--- src/hw/ecs_pkg.sv ---
// Operation
// RULE1 - Primary pointer: 16-bit, byte or word access
// RULE2 - Status bit 7 is carry/borrow
// RULE3 - Status bit 6 is half carry/borrow
// RULE4 - Status bits 5 and 1 are user flags
// RULE5 - Status bits 4-3 pick register bank
// RULE6 - Status bit 2 is overflow
// RULE7 - Status bit 0 is accumulator odd parity
// RULE8 - Reset leaves multiply and divide 8-bit
// RULE9 - 8-bit multiply: low to A, high to B
// RULE10 - 16-bit multiply: low A, middle B, high aux
// RULE11 - 8-bit divide: quotient A, remainder B
// RULE12 - 16-bit divide: quotient low A, high aux
// RULE13 - Aux byte otherwise a plain scratch register
// RULE14 - Select bit 0 picks active data pointer
// RULE15 - Select bit 6 picks special register bank
// RULE16 - Lower RAM 00H-7FH direct and indirect
// RULE17 - Upper RAM 80H-FFH indirect only
// RULE18 - Direct 80H-FFH goes to special registers
// RULE19 - External RAM 000H-4FFH, 1280 bytes, pointer-reachable
// RULE20 - Indirect external moves use page register
// RULE21 - Unimplemented select/page bits read zero
package ecs_pkg;
  localparam logic [7:0] ADDR_SELECT = 8'h86;
  localparam logic [7:0] ADDR_PTR0_LO = 8'h82;
  localparam logic [7:0] ADDR_PTR0_HI = 8'h83;
  localparam logic [7:0] ADDR_PTR1_LO = 8'h84;
  localparam logic [7:0] ADDR_PTR1_HI = 8'h85;
  localparam logic [7:0] ADDR_STATUS = 8'hd0;
  localparam logic [7:0] ADDR_AUX = 8'hf1;
  localparam logic [7:0] ADDR_PAGE = 8'hf7;
  localparam logic [7:0] UPPER_BASE = 8'h80;
  localparam int ST_CY = 7;
  localparam int ST_AC = 6;
  localparam int ST_UA = 5;
  localparam int ST_RS_HI = 4;
  localparam int ST_RS_LO = 3;
  localparam int ST_OV = 2;
  localparam int ST_UB = 1;
  localparam int ST_P = 0;
  localparam int SEL_BANK = 6;
  localparam int SEL_DIV = 3;
  localparam int SEL_MUL = 2;
  localparam int SEL_DPS = 0;
  localparam logic [7:0] SEL_MASK = 8'h4d;
  localparam logic [7:0] PAGE_MASK = 8'h7f;
  localparam logic [7:0] STATUS_WR_MASK = 8'hfe;
  localparam logic [7:0] RST_BYTE = 8'h00;
  localparam logic [15:0] XRAM_LAST = 16'h04ff;
  localparam logic [2:0] BANK_LOW_BITS = 3'h0;
  typedef enum logic [2:0] {
    OP_NONE = 3'b001,
    OP_MUL = 3'b010,
    OP_DIV = 3'b100
  } ecs_op_type;
endpackage

--- src/hw/ecs_md_if.sv ---
`timescale 1ns/100ps
interface ecs_md_if;
  logic [7:0] acc;
  logic [7:0] bop;
  logic [7:0] aux;
  logic wide;
  logic [7:0] res_a;
  logic [7:0] res_b;
  logic [7:0] res_aux;
  logic ov;
  modport core (output acc, bop, aux, wide, input res_a, res_b, res_aux, ov);
  modport unit (input acc, bop, aux, wide, output res_a, res_b, res_aux, ov);
endinterface

--- src/hw/ecs_muldiv.sv ---
`timescale 1ns/100ps
module ecs_mul (
  ecs_md_if.unit md
);
  logic [23:0] prod;
  always_comb begin
    prod = {8'h00, (md.wide ? md.aux : 8'h00), md.acc} * {16'h0000, md.bop};
    md.res_a = prod[7:0];
    md.res_b = prod[15:8];
    md.res_aux = md.wide ? prod[23:16] : md.aux;
    md.ov = md.wide ? (prod[23:16] != 8'h00) : (prod[15:8] != 8'h00);
  end
endmodule

module ecs_div (
  ecs_md_if.unit md
);
  logic [15:0] num;
  logic [15:0] quo;
  logic [15:0] rem;
  always_comb begin
    num = {(md.wide ? md.aux : 8'h00), md.acc};
    quo = 16'h0000;
    rem = 16'h0000;
    if (md.bop != 8'h00) begin
      quo = num / {8'h00, md.bop};
      rem = num % {8'h00, md.bop};
    end
    md.res_a = quo[7:0];
    md.res_b = rem[7:0];
    md.res_aux = md.wide ? quo[15:8] : md.aux;
    md.ov = (md.bop == 8'h00);
  end
endmodule

--- src/hw/ecs_core.sv ---
`timescale 1ns/100ps
module ecs_core
  import ecs_pkg::*;
(
  // Clock and reset
  input wire logic sys_clk,
  input wire logic srst,
  // Special register access
  input wire logic sfr_wr,
  input wire logic [7:0] sfr_addr,
  input wire logic [7:0] sfr_wdata,
  output logic [7:0] sfr_rdata,
  // Sixteen-bit pointer access by instructions
  input wire logic ptr_wr,
  input wire logic [15:0] ptr_wdata,
  output logic [15:0] active_pointer,
  // ALU flags and multiply/divide operands
  input wire logic flag_wr,
  input wire logic carry_in,
  input wire logic half_carry_in,
  input wire logic overflow_in,
  input wire logic [7:0] acc_value,
  input wire logic [7:0] b_value,
  input wire logic op_mul,
  input wire logic op_div,
  output logic [7:0] md_acc_out,
  output logic [7:0] md_b_out,
  output logic md_done,
  // Internal memory routing
  input wire logic [7:0] data_addr,
  input wire logic data_indirect,
  output logic sel_sfr,
  output logic sel_upper_ram,
  output logic sel_lower_ram,
  output logic sfr_bank,
  output logic [4:0] bank_base,
  // External data moves
  input wire logic xmove,
  input wire logic xmove_by_ptr,
  input wire logic [7:0] xmove_ri,
  output logic [15:0] xram_addr,
  output logic xram_sel
);
  // ****************************************
  // State
  // ****************************************
  typedef struct packed {
    logic [7:0] status;
    logic [7:0] select;
    logic [7:0] page;
    logic [7:0] aux;
    logic [15:0] ptr0;
    logic [15:0] ptr1;
    logic [7:0] rdata;
    logic [15:0] act_ptr;
    logic [7:0] md_a;
    logic [7:0] md_b;
    logic md_done;
    logic s_sfr;
    logic s_up;
    logic s_lo;
    logic [4:0] base;
    logic [15:0] xaddr;
    logic xsel;
  } ecs_state_type;

  ecs_state_type cur_ff;
  ecs_state_type nxt_ff;
  ecs_op_type op;

  ecs_md_if mul_bus ();
  ecs_md_if div_bus ();

  assign mul_bus.acc = acc_value;
  assign mul_bus.bop = b_value;
  assign mul_bus.aux = cur_ff.aux;
  assign mul_bus.wide = cur_ff.select[SEL_MUL];
  assign div_bus.acc = acc_value;
  assign div_bus.bop = b_value;
  assign div_bus.aux = cur_ff.aux;
  assign div_bus.wide = cur_ff.select[SEL_DIV];

  ecs_mul u_mul (.md(mul_bus)); // see RULE9 see RULE10
  ecs_div u_div (.md(div_bus)); // see RULE11 see RULE12

  always_comb begin
    if (op_mul) begin
      op = OP_MUL;
    end else if (op_div) begin
      op = OP_DIV;
    end else begin
      op = OP_NONE;
    end
  end

  // ****************************************
  // Next state
  // ****************************************
  always_comb begin
    logic [15:0] ptr_sel;
    logic [7:0] rd;
    ptr_sel = cur_ff.select[SEL_DPS] ? cur_ff.ptr1 : cur_ff.ptr0;
    rd = RST_BYTE;
    nxt_ff = cur_ff;
    nxt_ff.md_done = 1'b0;
    // Flags from the ALU; user bits and bank bits stay put
    if (flag_wr) begin
      nxt_ff.status[ST_CY] = carry_in; // see RULE2
      nxt_ff.status[ST_AC] = half_carry_in; // see RULE3
      nxt_ff.status[ST_OV] = overflow_in; // see RULE6
    end
    case (op)
      OP_MUL: begin
        nxt_ff.md_a = mul_bus.res_a;
        nxt_ff.md_b = mul_bus.res_b;
        nxt_ff.aux = mul_bus.res_aux; // see RULE10
        nxt_ff.status[ST_CY] = 1'b0;
        nxt_ff.status[ST_OV] = mul_bus.ov;
        nxt_ff.md_done = 1'b1;
      end
      OP_DIV: begin
        nxt_ff.md_a = div_bus.res_a;
        nxt_ff.md_b = div_bus.res_b;
        nxt_ff.aux = div_bus.res_aux; // see RULE12
        nxt_ff.status[ST_CY] = 1'b0;
        nxt_ff.status[ST_OV] = div_bus.ov;
        nxt_ff.md_done = 1'b1;
      end
      default: begin
      end
    endcase
    // Sixteen-bit write lands in whichever pointer is active
    if (ptr_wr) begin
      if (cur_ff.select[SEL_DPS]) begin // see RULE14
        nxt_ff.ptr1 = ptr_wdata;
      end else begin
        nxt_ff.ptr0 = ptr_wdata; // see RULE1
      end
    end
    // Byte writes take priority over the word path, the later instruction wins
    if (sfr_wr) begin
      if (sfr_addr == ADDR_SELECT) begin
        nxt_ff.select = sfr_wdata & SEL_MASK; // see RULE21
      end else if (sfr_addr == ADDR_PAGE) begin
        nxt_ff.page = sfr_wdata & PAGE_MASK; // see RULE21
      end else if (sfr_addr == ADDR_STATUS) begin
        // Parity stays hardware owned
        nxt_ff.status = (sfr_wdata & STATUS_WR_MASK) | (cur_ff.status & ~STATUS_WR_MASK); // see RULE4
      end else if (sfr_addr == ADDR_AUX) begin
        nxt_ff.aux = sfr_wdata; // see RULE13
      end else if (sfr_addr == ADDR_PTR0_LO) begin
        nxt_ff.ptr0[7:0] = sfr_wdata; // see RULE1
      end else if (sfr_addr == ADDR_PTR0_HI) begin
        nxt_ff.ptr0[15:8] = sfr_wdata;
      end else if (sfr_addr == ADDR_PTR1_LO) begin
        nxt_ff.ptr1[7:0] = sfr_wdata;
      end else if (sfr_addr == ADDR_PTR1_HI) begin
        nxt_ff.ptr1[15:8] = sfr_wdata;
      end
    end
    nxt_ff.status[ST_P] = ^acc_value; // see RULE7
    // Read data, registered
    if (sfr_addr == ADDR_SELECT) begin
      rd = cur_ff.select & SEL_MASK;
    end else if (sfr_addr == ADDR_PAGE) begin
      rd = cur_ff.page & PAGE_MASK;
    end else if (sfr_addr == ADDR_STATUS) begin
      rd = cur_ff.status;
    end else if (sfr_addr == ADDR_AUX) begin
      rd = cur_ff.aux;
    end else if (sfr_addr == ADDR_PTR0_LO) begin
      rd = cur_ff.ptr0[7:0];
    end else if (sfr_addr == ADDR_PTR0_HI) begin
      rd = cur_ff.ptr0[15:8];
    end else if (sfr_addr == ADDR_PTR1_LO) begin
      rd = cur_ff.ptr1[7:0];
    end else if (sfr_addr == ADDR_PTR1_HI) begin
      rd = cur_ff.ptr1[15:8];
    end else begin
      rd = RST_BYTE;
    end
    nxt_ff.rdata = rd;
    nxt_ff.act_ptr = ptr_sel; // see RULE14
    // Internal memory split by address and mode
    nxt_ff.s_lo = (data_addr < UPPER_BASE); // see RULE16
    nxt_ff.s_up = (data_addr >= UPPER_BASE) && data_indirect; // see RULE17
    nxt_ff.s_sfr = (data_addr >= UPPER_BASE) && !data_indirect; // see RULE18
    nxt_ff.base = {cur_ff.status[ST_RS_HI:ST_RS_LO], BANK_LOW_BITS}; // see RULE5
    // External addressing: pointer covers all, @Ri uses page for high byte
    if (xmove_by_ptr) begin
      nxt_ff.xaddr = ptr_sel; // see RULE19
    end else begin
      nxt_ff.xaddr = {cur_ff.page & PAGE_MASK, xmove_ri}; // see RULE20
    end
    nxt_ff.xsel = xmove && (nxt_ff.xaddr <= XRAM_LAST); // see RULE19
  end

  always_ff @(posedge sys_clk) begin
    if (srst) begin
      cur_ff <= '0; // see RULE8
    end else begin
      cur_ff <= nxt_ff;
    end
  end

  // ****************************************
  // Outputs
  // ****************************************
  assign sfr_rdata = cur_ff.rdata;
  assign active_pointer = cur_ff.act_ptr;
  assign md_acc_out = cur_ff.md_a;
  assign md_b_out = cur_ff.md_b;
  assign md_done = cur_ff.md_done;
  assign sel_sfr = cur_ff.s_sfr;
  assign sel_upper_ram = cur_ff.s_up;
  assign sel_lower_ram = cur_ff.s_lo;
  assign sfr_bank = cur_ff.select[SEL_BANK]; // see RULE15
  assign bank_base = cur_ff.base;
  assign xram_addr = cur_ff.xaddr;
  assign xram_sel = cur_ff.xsel;

  // ****************************************
  // Checks
  // ****************************************
  a_mul_narrow: assert property (@(posedge sys_clk) disable iff (srst) // see RULE9
    (op_mul && !cur_ff.select[SEL_MUL]) |=> ({md_b_out, md_acc_out} ==
      $past(acc_value) * $past(b_value)))
    else $error("narrow multiply result wrong");
  a_mul_wide_aux: assert property (@(posedge sys_clk) disable iff (srst) // see RULE10
    (op_mul && cur_ff.select[SEL_MUL] && !sfr_wr) |=>
      ({cur_ff.aux, md_b_out, md_acc_out} ==
       {$past(cur_ff.aux), $past(acc_value)} * $past(b_value)))
    else $error("wide multiply result wrong");
  a_div_narrow: assert property (@(posedge sys_clk) disable iff (srst) // see RULE11
    (op_div && !op_mul && !cur_ff.select[SEL_DIV] && b_value != 8'h00) |=>
      (md_acc_out == $past(acc_value) / $past(b_value)))
    else $error("narrow divide quotient wrong");
  a_aux_hold: assert property (@(posedge sys_clk) disable iff (srst) // see RULE13
    (!op_mul && !op_div && !sfr_wr) |=> $stable(cur_ff.aux))
    else $error("aux byte changed implicitly");
  a_parity_acc: assert property (@(posedge sys_clk) disable iff (srst) // see RULE7
    1'b1 |=> (cur_ff.status[ST_P] == ^$past(acc_value)))
    else $error("parity flag wrong");
  a_sel_zero: assert property (@(posedge sys_clk) disable iff (srst) // see RULE21
    (cur_ff.select & ~SEL_MASK) == 8'h00 && (cur_ff.page & ~PAGE_MASK) == 8'h00)
    else $error("unimplemented bits set");
  a_upper_split: assert property (@(posedge sys_clk) disable iff (srst) // see RULE18
    (data_addr >= UPPER_BASE) |=> (sel_sfr != sel_upper_ram) && !sel_lower_ram)
    else $error("upper address routing wrong");
  a_page_addr: assert property (@(posedge sys_clk) disable iff (srst) // see RULE20
    (!xmove_by_ptr) |=> (xram_addr[15:8] == $past(cur_ff.page)))
    else $error("page byte not used");
  a_reset_narrow: assert property (@(posedge sys_clk) // see RULE8
    srst |=> (cur_ff.select == 8'h00))
    else $error("reset left wide mode");
  a_carry_load: assert property (@(posedge sys_clk) disable iff (srst) // see RULE2
    (flag_wr && !op_mul && !op_div && !(sfr_wr && sfr_addr == ADDR_STATUS)) |=>
      (cur_ff.status[ST_CY] == $past(carry_in)))
    else $error("carry flag not loaded");
  a_half_carry: assert property (@(posedge sys_clk) disable iff (srst) // see RULE3
    (flag_wr && !(sfr_wr && sfr_addr == ADDR_STATUS)) |=>
      (cur_ff.status[ST_AC] == $past(half_carry_in)))
    else $error("half carry flag not loaded");
  a_ovf_load: assert property (@(posedge sys_clk) disable iff (srst) // see RULE6
    (flag_wr && !op_mul && !op_div && !(sfr_wr && sfr_addr == ADDR_STATUS)) |=>
      (cur_ff.status[ST_OV] == $past(overflow_in)))
    else $error("overflow flag not loaded");
  a_user_flags: assert property (@(posedge sys_clk) disable iff (srst) // see RULE4
    !(sfr_wr && sfr_addr == ADDR_STATUS) |=>
      ($stable(cur_ff.status[ST_UA]) && $stable(cur_ff.status[ST_UB])))
    else $error("user flag changed by hardware");
  a_bank_base: assert property (@(posedge sys_clk) disable iff (srst) // see RULE5
    1'b1 |=>
      (bank_base == {$past(cur_ff.status[ST_RS_HI:ST_RS_LO]), BANK_LOW_BITS}))
    else $error("register bank base wrong");
  a_div_wide: assert property (@(posedge sys_clk) disable iff (srst) // see RULE12
    (op_div && !op_mul && cur_ff.select[SEL_DIV] && b_value != 8'h00 && !sfr_wr) |=>
      ({cur_ff.aux, md_acc_out} == {$past(cur_ff.aux), $past(acc_value)} / $past(b_value)))
    else $error("wide divide quotient wrong");
  a_ptr_word: assert property (@(posedge sys_clk) disable iff (srst) // see RULE1
    (ptr_wr && !sfr_wr) |=>
      (($past(cur_ff.select[SEL_DPS]) ? cur_ff.ptr1 : cur_ff.ptr0) == $past(ptr_wdata)))
    else $error("word pointer write lost");
  a_ptr_select: assert property (@(posedge sys_clk) disable iff (srst) // see RULE14
    1'b1 |=> (active_pointer ==
      $past(cur_ff.select[SEL_DPS] ? cur_ff.ptr1 : cur_ff.ptr0)))
    else $error("active pointer wrong");
  a_bank_bit: assert property (@(posedge sys_clk) disable iff (srst) // see RULE15
    (sfr_wr && sfr_addr == ADDR_SELECT) |=>
      (sfr_bank == $past(sfr_wdata[SEL_BANK])))
    else $error("special register bank bit wrong");
  a_lower_split: assert property (@(posedge sys_clk) disable iff (srst) // see RULE16
    (data_addr < UPPER_BASE) |=>
      (sel_lower_ram && !sel_upper_ram && !sel_sfr))
    else $error("lower address routing wrong");
  a_upper_indirect: assert property (@(posedge sys_clk) disable iff (srst) // see RULE17
    (data_addr >= UPPER_BASE && data_indirect) |=>
      (sel_upper_ram && !sel_sfr))
    else $error("indirect upper access not to ram");
  a_xram_ptr: assert property (@(posedge sys_clk) disable iff (srst) // see RULE19
    xmove_by_ptr |=>
      (xram_addr == $past(cur_ff.select[SEL_DPS] ? cur_ff.ptr1 : cur_ff.ptr0)))
    else $error("pointer move address wrong");
  a_xram_sel: assert property (@(posedge sys_clk) disable iff (srst) // see RULE19
    1'b1 |=>
      (xram_sel == ($past(xmove) && (xram_addr <= XRAM_LAST))))
    else $error("external ram select wrong");
endmodule

--- config.mk ---
export PLATFORM = sky130hd
export DESIGN_NAME = ecs_core
export DESIGN_NICKNAME = d
export VERILOG_FILES = /design/src/hw/ecs_pkg.sv /design/src/hw/ecs_md_if.sv /design/src/hw/ecs_muldiv.sv /design/src/hw/ecs_core.sv
export SDC_FILE = /design/constraint.sdc
export NUM_CORES = 1
export LEC_CHECK = 0
export BUFFER_PORTS_ARGS = -buffer_cell sky130_fd_sc_hd__buf_2
export CAP_MARGIN = 20
export CORE_MARGIN = 1.5
export CORE_UTILIZATION = 50
export CTS_BUF_LIST = sky130_fd_sc_hd__clkbuf_8
export CTS_CLUSTER_DIAMETER = 60
export DETAILED_ROUTE_END_ITERATION = 6
export GPL_ROUTABILITY_DRIVEN = 0
export PLACE_DENSITY = 0.72
export REMOVE_ABC_BUFFERS = 1
export SETUP_SLACK_MARGIN = 0.02
export SYNTH_ARGS = -nofsm -noshare
export SYNTH_HDL_FRONTEND = slang
export SYNTH_SLANG_ARGS = --single-unit
--- constraint.sdc ---
create_clock -name sys_clk -period 45.8 [get_ports sys_clk]
set_input_delay 6.87 -clock sys_clk [delete_from_list [all_inputs] [get_ports sys_clk]]
set_output_delay 6.87 -clock sys_clk [all_outputs]
set_load 0.01 [all_outputs]
==> out/summary.txt <==
Arrival time worst endpoint: 43.09 ns
Reg2reg setup slack: 9.41 ns
Commonest non-fill, non-tap cell in the layout: nor2_1
Antenna violations before repair: 2
Number of remaining DRC errors: 3
CP Depth: 146
Top FF cell, synth: dfxtp_1
Hold Buf Count CTS: 0
CP startpoint: b_value[0]
Sequential-to-total area share from yosys stat: 15.5%
Starting Density: 51.2%
Synth area leader: dfxtp_1
CTS tree: built
Final core occ: 53.9%
Outcome: complete, but fails checks
Reg2reg end: md_b_out[0]
Share of synthesized flip-flops with an asynchronous set or reset: 0%
Slowest CP cell: a2111oi_2
Critical path class: in2reg
Synth area leaders: dfxtp_1 15%, ha_1 12%, fa_1 11%
Post-synth EDFFs: 0
Vias in the first global route: 14534
Power Total: 0.00136 W
Uppermost layer routed: met4
Hold Path Class: reg2reg
Worst hold start: cur_ff[123]
Wire per inst: 18.4 um
Share of the synthesized area in the top cell type: 15.5%
Met3 wire length: 2.88 mm
Met2 routed WL: 21.0 mm
Design Area, Final: 0.0166 mm^2
Total wire length: 44.7 mm
Crit-path max cell delay: 0.82 ns
Commonest non-fill, non-tap cells in the layout: 200 x nor2_1, 168 x nand2_1, 154 x ha_1
Worst R2R Path Depth: 145
Hpwl dp: 33.9 mm
Die X: 181 um
Total GRT Usage: 27.3%
Fin nets: 2331
Root Buffer: clkbuf_8
Failing checks: DRC
Worst-Skew Late Latency: 0.45 ns
Hold path depth: 2
FF+latch count, synth: 122
Lkg Pwr: 7.65 nW
Worst reg2reg startpoint: div_bus.aux[7]
Clock transition at path regs: 0.07 ns
Critical Path Fanout Max: 18
Final ANT Viol Nets: 0
Clk_skew: 0.0259 ns
Core ar.: 0.0308 mm^2
Critical Path Start Type: input pin
Die area: 0.0326 mm^2
Tmin final: 42.74 ns
Max-cap violations: 0
CTS Buffer Depth: 2
Area growth, synth to finish: 5.35%
Total grt overflow: 0
DR pass1 iterations: 7
Count of final setup violators: 0
Slew HR: 29.6%
Htree depth: 4
Synth Cell Area: 0.0158 mm^2
Synth cell types: 92
Number of I/O port buffers: 133
Fmax achieved: 23.4 MHz
Area after DPL: 0.0162 mm^2
Vias: 14880
Yosys warns: 0
Worst Max-Slew Pin Slew: 1.05 ns
Hold endpoint: cur_ff[123]
Die Height: 181 um
CP bufs+invs: 8
CP Capture Type: flip-flop
First-pass GRT wire length: 73.0 mm
Hold slack final: 0.469 ns
PwrDens: 82.0 mW/mm^2
Final hold violation count: 0
Final Max Tran Viols: 0
TNS Setup: 0 ns
Tcrit/Tclk final: 93.3%
Largest net degree at the start of global routing: 88
Peak supply drop: 0.000155 V
RSZ-0062 raised after global routing: no
I/O pin count: 144
Most numerous cell on the critical path: o21a_1
Avg Vias per Cell: 6.13
Clock buffer count from CTS: 17
Critical Path RT: 46.14 ns
Violation count after the first detailed-route iteration: 1213
Syn Inst Count: 2006
Met1 WL: 19.4 mm
Layout cells sized above 1: 12.9%
CP top delay family: compound AO/OA/AOI/OAI gates
Num Clock Sinks: 122
Site Rows: 64
Syn Area/Cell: 7.87 um^2
-- worst max path at each step --
stage	endpoint	slack, ns
final	md_b_out[0]	3.06
after global routing	md_b_out[1]	0.16
after CTS	md_b_out[0]	2.66
after detailed placement	md_b_out[0]	2.33
after global placement	md_b_out[1]	3.06
after floorplan	md_b_out[0]	7.88
-- report_power, final --
| group | switching [W] | leakage (nW) | total [W] | internal [W] |
|---|---|---|---|---|
| sequential | 0.00000575 | 0.998 | 0.000121 | 0.000116 |
| combinational | 0.000648 | 6.46 | 0.00115 | 0.000500 |
| clock | 0.0000471 | 0.185 | 0.0000930 | 0.0000460 |
-- sequential cells by signal (all words and copies together), names as in the netlist --
name            count
cur_ff             50
active_pointer     16
xram_addr          16
div_bus.aux         8
md_acc_out          8
md_b_out            8
sfr_rdata           8
bank_base           2
md_done             1
sel_lower_ram       1
sel_sfr             1
sel_upper_ram       1
sfr_bank            1
xram_sel            1
-- tightest hold or removal path, delay by kind of cell, from the launching register on --
kind,cells,cell delay [ns]
AO/OA/AOI/OAI,1,0.05
AND/OR/NAND/NOR,1,0.05
flip-flops,1,0.32
-- metrics by stage --
| stage | worst slack [ns] | std cells |
|---|---|---|
| floorplan | 7.88 | 1846 |
| global placement | 3.06 | 2390 |
| detailed placement | 2.33 | 2391 |
| CTS | 2.66 | 2423 |
| global route | 0.162 | 2424 |
| finish | 3.06 | 2426 |
-- per-layer routing --
metal | up-vias | global-route usage, %
met5 | - | 0
met4 | 0 | 9.85
met3 | 104 | 2.77
met2 | 620 | 47.9
met1 | 7028 | 34.6
li1 | 7128 | -
-- cell usage after synthesis, types with 6 or more instances --
| cell | n |
|---|---|
| nand2_1 | 168 |
| nor2b_1 | 18 |
| nor3b_1 | 17 |
| nor3_1 | 57 |
| buf_4 | 63 |
| mux2_2 | 28 |
| a21o_1 | 28 |
| ha_1 | 154 |
| nand3_1 | 76 |
| and2_1 | 13 |
| a311oi_1 | 19 |
| xor2_1 | 20 |
| fa_1 | 85 |
| nand4_1 | 14 |
| inv_1 | 144 |
| a22oi_1 | 21 |
| or3_1 | 19 |
| mux2i_1 | 45 |
| nand2b_1 | 13 |
| nor2_1 | 200 |
| xnor2_1 | 47 |
| a31oi_1 | 9 |
| o21bai_1 | 14 |
| or2_2 | 13 |
| dfxtp_1 | 122 |
| or4_1 | 6 |
| clkbuf_1 | 88 |
| o221ai_1 | 7 |
| a221oi_1 | 16 |
| o211ai_1 | 18 |
| o21a_1 | 49 |
| and3_1 | 56 |
| o21ai_0 | 47 |
| a21oi_1 | 120 |
| a211oi_1 | 49 |
| o31ai_1 | 21 |
-- timing repair --
action | 4_1_cts | 5_1_grt
setup endpoints to repair | 0 | 8
resized for setup | 0 | 1
setup buffers | 0 | 0
-- cell families (layout without fill, tap and decap cells) --
group                      after synthesis  count (layout)  synth area share [%]
buffers and inverters                  311             331                  9.07
xor gates and xnor gates                67              67                  3.72
adders and majority gates              239             239                  23.0
AOI/OAI and AO/OA                      487             487                  21.6
other                                    1               5                0.0238
DFF                                    122             122                  15.5
and+or+nand+nor                        703             703                  21.9
muxes                                   76              76                  5.14
-- final cells by class --
cell class | instances | area (um^2)
Clock inverter | 13 | 115
Clock buffer | 19 | 262
Antenna cell | 2 | 5.00
Sequential cell | 122 | 2440
Inverter | 149 | 559
Multi-Input combinational cell | 1575 | 11900
Timing Repair Buffer | 150 | 816
Tap cell | 396 | 495
Fill cell | 2910 | 14200
Note: power is estimated with default switching activity, not from simulation.
